--- config.mk ---
export PLATFORM = sky130hd
export DESIGN_NAME = rds_block_sync
export DESIGN_NICKNAME = d
export VERILOG_FILES = /design/src/inc/rds_sync_pkg.sv /design/src/verilog/rds_bit_sampler.sv /design/src/verilog/rds_block_sync.sv /design/src/verilog/rds_skid_buffer.sv
export SDC_FILE = /design/constraint.sdc
export NUM_CORES = 1
export LEC_CHECK = 0
export BUFFER_PORTS_ARGS = -buffer_cell sky130_fd_sc_hd__clkbuf_2
export CORE_MARGIN = 2
export CORE_UTILIZATION = 40
export DETAILED_ROUTE_END_ITERATION = 7
export PLACE_DENSITY = 0.61
export SLEW_MARGIN = 10
export SYNTH_ARGS = -nofsm -noshare
export SYNTH_HDL_FRONTEND = slang
export SYNTH_SLANG_ARGS = --single-unit
--- constraint.sdc ---
create_clock -name clock -period 4 [get_ports clock]
set_input_delay 0.4 -clock clock [delete_from_list [all_inputs] [get_ports clock]]
set_output_delay 0.4 -clock clock [all_outputs]
set_load 0.01 [all_outputs]
--- src/inc/rds_sync_pkg.sv ---
// shared constants and carrier types for the block sync receiver
package rds_sync_pkg;
    localparam int BLOCK_BITS = 26;
    localparam int INFO_BITS = 16;
    localparam int CHECK_BITS = 10;
    localparam int BLOCKS_PER_GROUP = 4;
    localparam logic [9:0] SYN_A = 10'h3_D8;
    localparam logic [9:0] SYN_B = 10'h3_D4;
    localparam logic [9:0] SYN_C = 10'h2_5C;
    localparam logic [9:0] SYN_CP = 10'h3_CC;
    localparam logic [9:0] SYN_D = 10'h1_58;
    // parity-check rows, index 0 is the oldest of the 26 bits
    localparam logic [9:0] CHECK_ROW [0:25] = '{
        10'h2_00, 10'h1_00, 10'h0_80, 10'h0_40, 10'h0_20, 10'h0_10, 10'h0_08,
        10'h0_04, 10'h0_02, 10'h0_01, 10'h2_DC, 10'h1_6E, 10'h0_B7, 10'h2_87,
        10'h3_9F, 10'h3_13, 10'h3_55, 10'h3_76, 10'h1_BB, 10'h2_01, 10'h3_DC,
        10'h1_EE, 10'h0_F7, 10'h2_A7, 10'h3_8F, 10'h3_1B};
    localparam logic [4:0] BIT_COUNT_RESET = 5'h0_0;
    localparam logic [4:0] BIT_COUNT_LAST = 5'h1_9;
    localparam real BIT_RATE_HZ = 1187.5;
    localparam real CLOCK_HZ = 10.0e6;
    localparam int CYCLES_PER_BIT = int'(CLOCK_HZ / BIT_RATE_HZ);

    typedef struct packed {
        logic [15:0] station_identifier;
        logic [15:0] block_b;
        logic [15:0] block_c;
        logic [15:0] block_d;
    } group_words_s;

    typedef struct packed {
        logic [3:0] group_type;
        logic version_b;
        logic traffic_programme_flag;
        logic [4:0] programme_category_code;
    } group_info_s;
endpackage : rds_sync_pkg

--- src/verilog/rds_bit_sampler.sv ---
// double-flop synchroniser and rising-edge sampler for the demodulator link
`timescale 1ns/10ps
module rds_bit_sampler
    import rds_sync_pkg::*;
(
    input wire logic clock,
    input wire logic sys_rst,
    input wire logic link_clk,
    input wire logic link_data,
    output logic bit_strobe,
    output logic bit_value
);
    logic [1:0] clk_sync_q, clk_sync_d;
    logic [1:0] dat_sync_q, dat_sync_d;
    logic clk_prev_q, clk_prev_d;
    logic strobe_q, strobe_d;
    logic value_q, value_d;

    always_comb begin
        clk_sync_d = {clk_sync_q[0], link_clk};
        dat_sync_d = {dat_sync_q[0], link_data};
        clk_prev_d = clk_sync_q[1];
        strobe_d = clk_sync_q[1] & ~clk_prev_q;
        value_d = strobe_d ? dat_sync_q[1] : value_q;
    end

    always_ff @(posedge clock) begin
        if (sys_rst) begin
            clk_sync_q <= 2'h0;
            dat_sync_q <= 2'h0;
            clk_prev_q <= 1'b0;
            strobe_q <= 1'b0;
            value_q <= 1'b0;
        end else begin
            clk_sync_q <= clk_sync_d;
            dat_sync_q <= dat_sync_d;
            clk_prev_q <= clk_prev_d;
            strobe_q <= strobe_d;
            value_q <= value_d;
        end
    end

    assign bit_strobe = strobe_q;
    assign bit_value = value_q;
endmodule : rds_bit_sampler

--- src/verilog/rds_block_sync.sv ---
// block and group synchroniser for a serial radio data stream
`timescale 1ns/10ps
module rds_block_sync
    import rds_sync_pkg::*;
(
    input wire logic clock,
    input wire logic sys_rst,
    input wire logic link_clk,
    input wire logic link_data,
    input wire logic group_ready,
    output logic group_valid,
    output group_words_s group_words,
    output group_info_s group_info,
    output logic in_sync,
    output logic buffer_overflow
);
    typedef enum logic [4:0] {
        ST_SEARCH = 5'b0_0001,
        ST_EXP_B = 5'b0_0010,
        ST_EXP_C = 5'b0_0100,
        ST_EXP_D = 5'b0_1000,
        ST_EXP_A = 5'b1_0000
    } sync_state_e;

    localparam int PACKED_W = $bits(group_words_s) + $bits(group_info_s);

    logic bit_strobe;
    logic bit_value;
    logic [BLOCK_BITS-1:0] shift_q, shift_d;
    logic [9:0] syndrome;
    sync_state_e state_q, state_d;
    logic [4:0] count_q, count_d;
    group_words_s tmp_q, tmp_d;
    logic version_q, version_d;
    logic push_valid;
    logic push_ready;
    logic [PACKED_W-1:0] push_data;
    logic pop_valid;
    logic [PACKED_W-1:0] pop_data;
    logic gv_q, gv_d;
    group_words_s words_q, words_d;
    group_info_s info_q, info_d;
    logic sync_q, sync_d;
    logic ovf_q, ovf_d;
    logic [15:0] info_word;
    logic boundary;

    rds_bit_sampler u_sampler (
        .clock(clock),
        .sys_rst(sys_rst),
        .link_clk(link_clk),
        .link_data(link_data),
        .bit_strobe(bit_strobe),
        .bit_value(bit_value)
    );

    // syndrome of the window including the bit just arriving
    always_comb begin
        shift_d = bit_strobe ? {shift_q[BLOCK_BITS-2:0], bit_value} : shift_q;
        syndrome = 10'h0_00;
        for (int i = 0; i < BLOCK_BITS; i++) begin
            if (shift_d[BLOCK_BITS-1-i]) begin
                syndrome = syndrome ^ CHECK_ROW[i];
            end
        end
    end

    // info word is the 16 oldest bits of the window
    assign info_word = shift_d[BLOCK_BITS-1:CHECK_BITS];
    assign boundary = bit_strobe && (count_q == BIT_COUNT_LAST);

    always_comb begin
        state_d = state_q;
        count_d = count_q;
        tmp_d = tmp_q;
        version_d = version_q;
        push_valid = 1'b0;
        if (bit_strobe) begin
            count_d = (count_q == BIT_COUNT_LAST) ? BIT_COUNT_RESET : 5'(count_q + 5'h0_1);
        end
        unique case (state_q)
            ST_SEARCH: begin
                if (bit_strobe && syndrome == SYN_A) begin
                    tmp_d.station_identifier = info_word;
                    state_d = ST_EXP_B;
                    count_d = BIT_COUNT_RESET;
                end
            end
            ST_EXP_B: begin
                if (boundary) begin
                    if (syndrome == SYN_B) begin
                        tmp_d.block_b = info_word;
                        state_d = ST_EXP_C;
                    end else begin
                        state_d = ST_SEARCH;
                    end
                end
            end
            ST_EXP_C: begin
                if (boundary) begin
                    if (syndrome == SYN_C || syndrome == SYN_CP) begin
                        tmp_d.block_c = info_word;
                        version_d = (syndrome == SYN_CP);
                        state_d = ST_EXP_D;
                    end else begin
                        state_d = ST_SEARCH;
                    end
                end
            end
            ST_EXP_D: begin
                if (boundary) begin
                    if (syndrome == SYN_D) begin
                        tmp_d.block_d = info_word;
                        push_valid = 1'b1;
                        state_d = ST_EXP_A;
                    end else begin
                        state_d = ST_SEARCH;
                    end
                end
            end
            ST_EXP_A: begin
                if (boundary) begin
                    if (syndrome == SYN_A) begin
                        tmp_d.station_identifier = info_word;
                        state_d = ST_EXP_B;
                    end else begin
                        state_d = ST_SEARCH;
                    end
                end
            end
            default: begin
                state_d = ST_SEARCH;
            end
        endcase
    end

    // group words plus decoded block-two fields and the version flag from the block-three offset enter the buffer
    always_comb begin
        group_info_s inf;
        inf = '0;
        inf.group_type = tmp_d.block_b[15:12];
        inf.version_b = version_d;
        inf.traffic_programme_flag = tmp_d.block_b[10];
        inf.programme_category_code = tmp_d.block_b[9:5];
        push_data = {tmp_d, inf};
    end

    rds_skid_buffer #(
        .WIDTH(PACKED_W)
    ) u_buffer (
        .clock(clock),
        .sys_rst(sys_rst),
        .in_valid(push_valid),
        .in_ready(push_ready),
        .in_data(push_data),
        .out_valid(pop_valid),
        .out_ready(group_ready),
        .out_data(pop_data)
    );

    always_comb begin
        gv_d = pop_valid & group_ready;
        words_d = words_q;
        info_d = info_q;
        if (pop_valid && group_ready) begin
            {words_d, info_d} = pop_data;
        end
        sync_d = (state_d != ST_SEARCH);
        ovf_d = ovf_q | (push_valid & ~push_ready);
    end

    always_ff @(posedge clock) begin
        if (sys_rst) begin
            shift_q <= '0;
            state_q <= ST_SEARCH;
            count_q <= BIT_COUNT_RESET;
            tmp_q <= '0;
            version_q <= 1'b0;
            gv_q <= 1'b0;
            words_q <= '0;
            info_q <= '0;
            sync_q <= 1'b0;
            ovf_q <= 1'b0;
        end else begin
            shift_q <= shift_d;
            state_q <= state_d;
            count_q <= count_d;
            tmp_q <= tmp_d;
            version_q <= version_d;
            gv_q <= gv_d;
            words_q <= words_d;
            info_q <= info_d;
            sync_q <= sync_d;
            ovf_q <= ovf_d;
        end
    end

    assign group_valid = gv_q;
    assign group_words = words_q;
    assign group_info = info_q;
    assign in_sync = sync_q;
    assign buffer_overflow = ovf_q;
endmodule : rds_block_sync

--- src/verilog/rds_skid_buffer.sv ---
// two-entry buffer with valid/ready on both sides
`timescale 1ns/10ps
module rds_skid_buffer #(
    parameter int WIDTH = 75
) (
    input wire logic clock,
    input wire logic sys_rst,
    input wire logic in_valid,
    output logic in_ready,
    input wire logic [WIDTH-1:0] in_data,
    output logic out_valid,
    input wire logic out_ready,
    output logic [WIDTH-1:0] out_data
);
    logic [WIDTH-1:0] mem_q [0:1];
    logic [WIDTH-1:0] mem_d [0:1];
    logic rd_q, rd_d, wr_q, wr_d;
    logic [1:0] cnt_q, cnt_d;
    logic push, pop;

    always_comb begin
        push = in_valid & (cnt_q != 2'h2);
        pop = out_ready & (cnt_q != 2'h0);
        mem_d = mem_q;
        if (push) begin
            mem_d[wr_q] = in_data;
        end
        wr_d = wr_q ^ push;
        rd_d = rd_q ^ pop;
        cnt_d = 2'(cnt_q + {1'b0, push} - {1'b0, pop});
    end

    always_ff @(posedge clock) begin
        if (sys_rst) begin
            mem_q <= '{default: '0};
            rd_q <= 1'b0;
            wr_q <= 1'b0;
            cnt_q <= 2'h0;
        end else begin
            mem_q <= mem_d;
            rd_q <= rd_d;
            wr_q <= wr_d;
            cnt_q <= cnt_d;
        end
    end

    assign in_ready = cnt_q != 2'h2;
    assign out_valid = cnt_q != 2'h0;
    assign out_data = mem_q[rd_q];
endmodule : rds_skid_buffer
After elaboration in Yosys (flattened, before gate mapping)
Index checks and enable logic that the tools add are counted.
- output and inout port bits: 78
- word-level logic and storage cells: 156
- register bits after elaboration: 340
- bits of input ports: 5
- eq/ne operators: 13
- magnitude comparators: 3
- $add $sub $neg: 3
- reductions and logical operators: 6
- muxes and demuxes: 66
- bitwise gates (word level): 36
- operator list (kind ; number):
    75-bit 2-to-1 mux ; 4
    16-bit 2-to-1 mux ; 12
    150-bit bitwise mux ; 1
    10-bit 2-to-1 mux ; 12
    75-bit demux with 1-bit select ; 1
    5-bit 2-to-1 mux ; 11
    7-bit NOT ; 6
    10-bit == test (second input constant) ; 4
    9-bit 2-to-1 mux ; 4
    6-bit NOT ; 6
    16-bit case mux with 2 select lines ; 1
    26-bit 2-to-1 mux ; 1
    5-bit case mux with 5 select lines ; 1
    8-bit 2-to-1 mux ; 3
    1-bit NOT ; 11
    10-bit by 9-bit == test with 1-bit output (second input constant) ; 1
    5-bit == test (second input constant) ; 2
    5-bit NOT ; 2
    4-bit 2-to-1 mux ; 2
    8-bit NOT ; 1
    1-bit 2-to-1 mux ; 7
    7-bit 2-to-1 mux ; 1
    3-bit 2-to-1 mux ; 2
    6-bit 2-to-1 mux ; 1
    other kinds (20) ; 30

Depth between registers and ports, before layout
- depth after elaboration: 58
- mapped depth: 18
- gate-level depth less buffers: 12

Modules after synthesis
From an unflattened synthesis, not the netlist that was laid out.
- cell total of the unflattened synthesis: 1588
- area total of the unflattened synthesis: 15039.4 µm²
- modules (own cells, without submodules) (module ; times used ; sequential area each (µm²) ; area each (µm²) ; cells each):
    rds_block_sync ; 1 ; 3583.4 ; 8230.4 ; 980
    rds_skid_buffer ; 1 ; 3083.0 ; 6593.8 ; 591
    rds_bit_sampler ; 1 ; 140.1 ; 215.2 ; 17

Least setup slack after synthesis
No wires, ideal clock.
- path kind: reg-to-reg
- from: reg shift_q[9]
- to: reg u_buffer.mem_q[138] (netlist name)
- data required time: 3.909 ns
- slack: -0.092 ns
- clock period less this slack: 4.092 ns
- cell stages (with the launch flop): 17
- arrival time: 4.001 ns
- path through: dfxtp_1 -> buf_2 -> xnor2_1 -> mux2i_4 -> xnor2_1 -> xor3_1 -> or3_1 -> and4b_1 -> nand4_1 -> buf_2 -> buf_2 -> a21oi_1 -> ha_1 -> clkbuf_1 -> clkbuf_1 -> nor2_1 -> a311oi_1
- longest elaborated chain between the ends: 24
- elaborated cells between the ends (all ways): 34
- those cells by class: eq/ne: 2; mux: 20; bitwise: 11; reduce/logical: 1
- ends and longest elaborated chain (item ; RTL line ; text):
    from (decl) ; rds_block_sync.sv:29 ; logic [BLOCK_BITS-1:0] shift_q, shift_d;
    from (signal assigned) ; rds_block_sync.sv:185 ; shift_q <= shift_d;
    26-bit 2-to-1 mux (*) ; rds_block_sync.sv:59 ; shift_d = bit_strobe ? {shift_q[BLOCK_BITS-2:0], bit_value} : shift_q;
    10-bit 2-to-1 mux ; rds_block_sync.sv:62 ; if (shift_d[BLOCK_BITS-1-i]) begin
    6-bit NOT (no line) / 10-bit 2-to-1 mux (equally long branches) ; n/a ;
    10-bit 2-to-1 mux (*) (2 in a row) ; rds_block_sync.sv:62 ;
    7-bit NOT (no line) ; n/a ;
    9-bit 2-to-1 mux ; rds_block_sync.sv:62 ;
    2-bit NOT (no line) / 10-bit 2-to-1 mux (equally long branches) ; n/a ;
    10-bit 2-to-1 mux (*) (2 in a row) ; rds_block_sync.sv:62 ;
    (+6 left out) ; n/a ;
    10-bit 2-to-1 mux (*) ; rds_block_sync.sv:62 ;
    6-bit NOT (no line) ; n/a ;
    10-bit 2-to-1 mux (*) ; rds_block_sync.sv:62 ;
    10-bit == test / 10-bit by 9-bit == test with 1-bit output (equally long branches) ; rds_block_sync.sv:83, rds_block_sync.sv:123, rds_block_sync.sv:112 ;
    16-bit 2-to-1 mux (tied with other cells) ; rds_block_sync.sv:123 ; if (syndrome == SYN_A) begin
    16-bit 2-to-1 mux (tied with other cells) ; rds_block_sync.sv:122 ; if (boundary) begin
    16-bit case mux with 2 select lines / 1-bit 2-to-1 mux (equally long branches) ; rds_block_sync.sv:81 ; unique case (state_q)
    150-bit bitwise mux / 1-bit AND (equally long branches) ; rds_skid_buffer.sv:26, rds_skid_buffer.sv:22 ;
    to (signal assigned) ; rds_skid_buffer.sv:40 ; mem_q <= mem_d;
    to (decl) ; rds_skid_buffer.sv:15 ; logic [WIDTH-1:0] mem_q [0:1];
Mark *: on every way between the ends. The rest lies on a longest branch, timed or not.
A chain may end at the register's enable or synchronous reset.

Worst setup path in the final report
- from: reg u_sampler.strobe_q (netlist: u_sampler.bit_strobe)
- to: reg u_buffer.mem_q[120] (netlist name)
- longest elaborated chain between the ends: 35
- elaborated cells between the ends (all ways): 54
- those cells by class: eq/ne: 2; mux: 34; bitwise: 17; reduce/logical: 1
- ends and longest elaborated chain (item ; RTL line ; text):
    from (decl) ; rds_bit_sampler.sv:16 ; logic strobe_q, strobe_d;
    from (signal assigned) ; rds_bit_sampler.sv:38 ; strobe_q <= strobe_d;
    26-bit 2-to-1 mux ; rds_block_sync.sv:59 ;
    2-bit 2-to-1 mux / 3-bit 2-to-1 mux (equally long branches) ; rds_block_sync.sv:62 ;
    10-bit 2-to-1 mux / 6-bit NOT (equally long branches) ; n/a ;
    6-bit NOT (no line) / 10-bit 2-to-1 mux (equally long branches) ; n/a ;
    9-bit 2-to-1 mux / 6-bit NOT (equally long branches) ; n/a ;
    6-bit NOT (no line) / 9-bit 2-to-1 mux (equally long branches) ; n/a ;
    8-bit 2-to-1 mux / 6-bit NOT (equally long branches) ; n/a ;
    5-bit NOT (no line) / 8-bit 2-to-1 mux (equally long branches) ; n/a ;
    (+19 left out) ; n/a ;
    10-bit 2-to-1 mux / 7-bit NOT (equally long branches) ; n/a ;
    6-bit NOT (no line) / 10-bit 2-to-1 mux (equally long branches) ; n/a ;
    10-bit 2-to-1 mux ; rds_block_sync.sv:62 ;
    10-bit == test / 10-bit by 9-bit == test with 1-bit output (equally long branches) ; rds_block_sync.sv:91, rds_block_sync.sv:112 ;
    16-bit 2-to-1 mux / 1-bit 2-to-1 mux (equally long branches) ; rds_block_sync.sv:91, rds_block_sync.sv:112 ;
    16-bit 2-to-1 mux / 1-bit 2-to-1 mux (equally long branches) ; rds_block_sync.sv:90, rds_block_sync.sv:111 ;
    16-bit 2-to-1 mux / 1-bit 2-to-1 mux (equally long branches) ; rds_block_sync.sv:81 ;
    150-bit bitwise mux / 1-bit AND (equally long branches) ; rds_skid_buffer.sv:26, rds_skid_buffer.sv:22 ;
Several ways; a longest one is shown, not always the timed one.

==> metrics.md <==
| Metric | Value |
|---|---|
| Outcome | `finished, final reports clean` |
| Synth unique cells | `55` |
| Slew @ Worst Pin | `0.963 ns` |
| RePlAce Congestion | `0.939` |
| Filler cells | `3076` |
| Simple-gate share of the synthesized area | `14.6%` |
| Setup_tns | `0 ns` |
| Lkg Pwr | `5.09 nW` |
| # rows | `66` |
| Post-synthesis xor/xnor area fraction | `5.42%` |
| DR pass1 iterations | `5` |
| Num ports | `83` |
| Adder-cell share of the synthesized area | `0.565%` |
| I/O Buffers | `82` |
| Max-cap violation count | `0` |
| Final setup viols | `0` |
| VDD IR-drop max | `0.249 mV` |
| Vias | `9828` |
| Root Driver | `clkbuf_16` |
| Aggregate global routing overflow | `0` |
| Crit path buffers/inverters | `2` |
| Post-layout min period | `3.73 ns` |
| Post-synthesis async set-or-reset flop share | `0%` |
| Synthesized Nets | `1387` |
| Max Slew Vio Count | `0` |
| Warnings from Yosys | `0` |
| CTS max path bufs | `3` |
| Cells after synthesis | `1376` |
| Initial Utilization | `40.7%` |
| HPWL Detailed | `20300 µm` |
| Gr usage total | `18.4%` |
| Register area share after synthesis | `46.7%` |
| Worst-Skew Late Latency | `0.51 ns` |
| Die height | `186 µm` |
| Req. time, crit path | `4.43 ns` |
| Endpoint class of the critical path | `flop` |
| Mean post-synth cell area | `9.65 µm²` |
| RSZ-0062 raised after global routing | `no` |
| EDFF count, synth | `0` |
| Fin util | `46.8%` |
| Pin count of the biggest net entering global routing | `184` |
| Synth Cell Area | `13300 µm²` |
| Startpoint types | `flop` |
| Antenna violations before repair | `0` |
| CTS tree | `yes` |
| Fmax | `268 MHz` |
| First-pass GRT wire length | `50700 µm` |
| Diode count | `0` |
| CP Cell Sequence | `buf_4 -> mux2i_1 -> xnor3_1 -> xor3_1 -> or3_1 -> or3_1 -> buf_4 -> nor4_1 -> o21ai_0 -> a21oi_1` |
| Area of the core | `32600 µm²` |
| DR DRC count | `0` |
| Final #Nets | `1417` |
| Max incr delay on CP | `0.56 ns` |
| Worst-path fanout max | `35` |
| Arr. time, crit path | `4.15 ns` |
| CP top delay family | `simple AND/OR/NAND/NOR gates` |
| Hold Fails Final Rpt | `0` |
| Hold_buf cts | `0` |
| Largest family of logic cells by synthesized area | `compound AO/OA/AOI/OAI gates` |
| Type of the worst setup path | `reg2reg` |
| Layout cells sized above 1 | `16.9%` |
| Period utilisation layout | `93.1%` |
| Top FF cell, synth | `dfxtp_1` |
| Drt wl/cell | `17.1 µm` |
| H-tree depth | `2` |
| Num CTS Buffers | `34` |
| Rel. slew slack | `35.8%` |
| Worst Hold Class | `in2reg` |
| Clk pin slew, worst setup/hold paths | `0.06 ns` |
| Synth Area in Compound Gates | `15.8%` |
| Synth-to-layout area growth | `15.0%` |
| Die area | `34700 µm²` |
| Vias in the first global route | `9173` |
| Chip width | `186 µm` |
| Synth Register Bits | `310` |
| Clk sinks | `310` |
| Via-to-Cell Ratio | `5.25` |
| Post-DRT Antenna Nets | `0` |
| Post-synthesis mux area share | `12.4%` |
| Final wirelength | `31900 µm` |
| Power Density | `462 nW/µm²` |
| Number of DRC markers in iteration 0 | `602` |
| CP max-delay cell | `nor4_1` |
| Worst Clk Skew | `0.0131 ns` |
| Worst hold slack | `0.123 ns` |
==> power by group <==
part / switching [W] / internal [W]
clock: 0.00126 / 0.00191
sequential: 0.000111 / 0.00321
combinational: 0.000318 / 0.000248
==> layer usage <==
metal | wire [µm] | part of all wire (%) | GRT usage [%]
met1 | 15400 | 48 | 26.6
met2 | 14100 | 44 | 28.3
met3 | 1770 | 5.5 | 3.08
met4 | 633 | 2.0 | 5.13
met5 | 0 | 0 | 0
==> logic make-up (layout without fill, tap and decap cells) <==
family / after synthesis / in the layout
AND/OR/NAND/NOR: 373 / 373
XOR/XNOR: 78 / 78
buffers and inverters: 140 / 193
flip-flops: 310 / 310
adder cells (fa/ha/maj): 6 / 6
AO/OA/AOI/OAI: 308 / 308
multiplexers: 161 / 161
==> registers in the layout, indices dropped and copies added, names as in the netlist <==
signal / cells
group_words: 64
buffer_overflow: 1
u_buffer.rd_q: 1
count_q: 5
u_buffer.mem_q: 130
version_q: 1
state_q: 5
in_sync: 1
u_sampler.dat_sync_q: 2
u_sampler.clk_prev_q: 1
tmp_q: 64
group_valid: 1
u_buffer.wr_q: 1
u_sampler.bit_strobe: 1
u_buffer.cnt_q: 2
u_sampler.bit_value: 1
shift_q: 26
group_info: 1
u_sampler.clk_sync_q: 2
==> metrics by stage <==
step	power [W]	setup WS [ns]	instances	instance area, µm²
after global placement	0.00396	0.260	1807	14100
after CTS	0.00715	0.147	1866	15200
after detailed placement	0.00396	0.168	1807	14100
after floorplan	0.00379	0.0909	1376	13300
final	0.00706	0.274	1871	15300
after global routing	0.00737	0.0267	1871	15300
==> layout by cell type (no fill, tap or decap), drive strengths merged, types with 3 or more instances in the layout <==
master	netlist	routed
nand2b	108	108
inv	7	8
a21oi	54	54
clkbuf	104	131
buf	29	45
nand4	8	8
nor2b	11	11
a211oi	74	74
mux2	17	17
o21ba	17	17
nor4	19	19
or3	5	5
o21ai	34	34
mux2i	144	144
o31a	17	17
xor2	23	23
xnor2	53	53
a22oi	10	10
ha	6	6
nor2	172	172
a311oi	20	20
or4	3	3
clkinv	0	5
nor3	10	10
dfxtp	310	310
o22ai	72	72
nand2	23	23
==> Yosys cell counts (4+ instances only) <==
cell type    n  area, µm²
a211oi_1    74        556
a21oi_1     54        270
a22oi_1     10       75.1
a311oi_1    20        175
buf_1        4       15.0
buf_2       10       50.1
buf_4       13       97.6
clkbuf_1   103        387
dfxtp_1    310       6210
ha_1         6       75.1
inv_1        7       26.3
mux2_2      17        191
mux2i_1    143       1430
nand2_1     23       86.3
nand2b_1   108        676
nand4_1      8       50.1
nor2_1     172        646
nor2b_1     11       68.8
nor3_1      10       50.1
nor4_1       8       50.1
nor4_2       9        113
o21ai_0     34        170
o21ba_2     17        170
o22ai_1     72        450
o31a_1      17        149
or3_1        5       31.3
xnor2_1     52        455
xor2_1      23        201
==> path summary, 6_finish.rpt <==
check	startpoint	end	slack, ns	depth (start not counted)
worst max-delay path	u_sampler.bit_strobe$_SDFF_PP0_	u_buffer.mem_q[120]$_SDFFE_PP0P_	0.27	10
worst min-delay path	link_clk	u_sampler.clk_sync_q[0]$_SDFF_PP0_	0.12	2
worst max register to register	u_sampler.bit_strobe$_SDFF_PP0_	u_buffer.mem_q[120]$_SDFFE_PP0P_	0.27	10
worst min register to register	u_sampler.clk_sync_q[0]$_SDFF_PP0_	u_sampler.clk_sync_q[1]$_SDFF_PP0_	0.44	1
==> area by class of cell <==
class	instances	area [µm²]	share of cell area [%]
sequential	310	6210	40.7
multi-input combinational	926	6510	42.6
timing repair buffer	127	832	5.45
clock buffer	49	1030	6.73
clock inverter	10	109	0.713
inverter	7	26.3	0.172
tap	442	553	3.62
==> repair_timing <==
| action | 4_1_cts | 5_1_grt |
|---|---|---|
| endpoints found under the setup margin | 0 | 39 |
| gates resized for setup | 0 | 3 |
| setup buffers | 0 | 5 |
(Power assumes the default switching activity.)
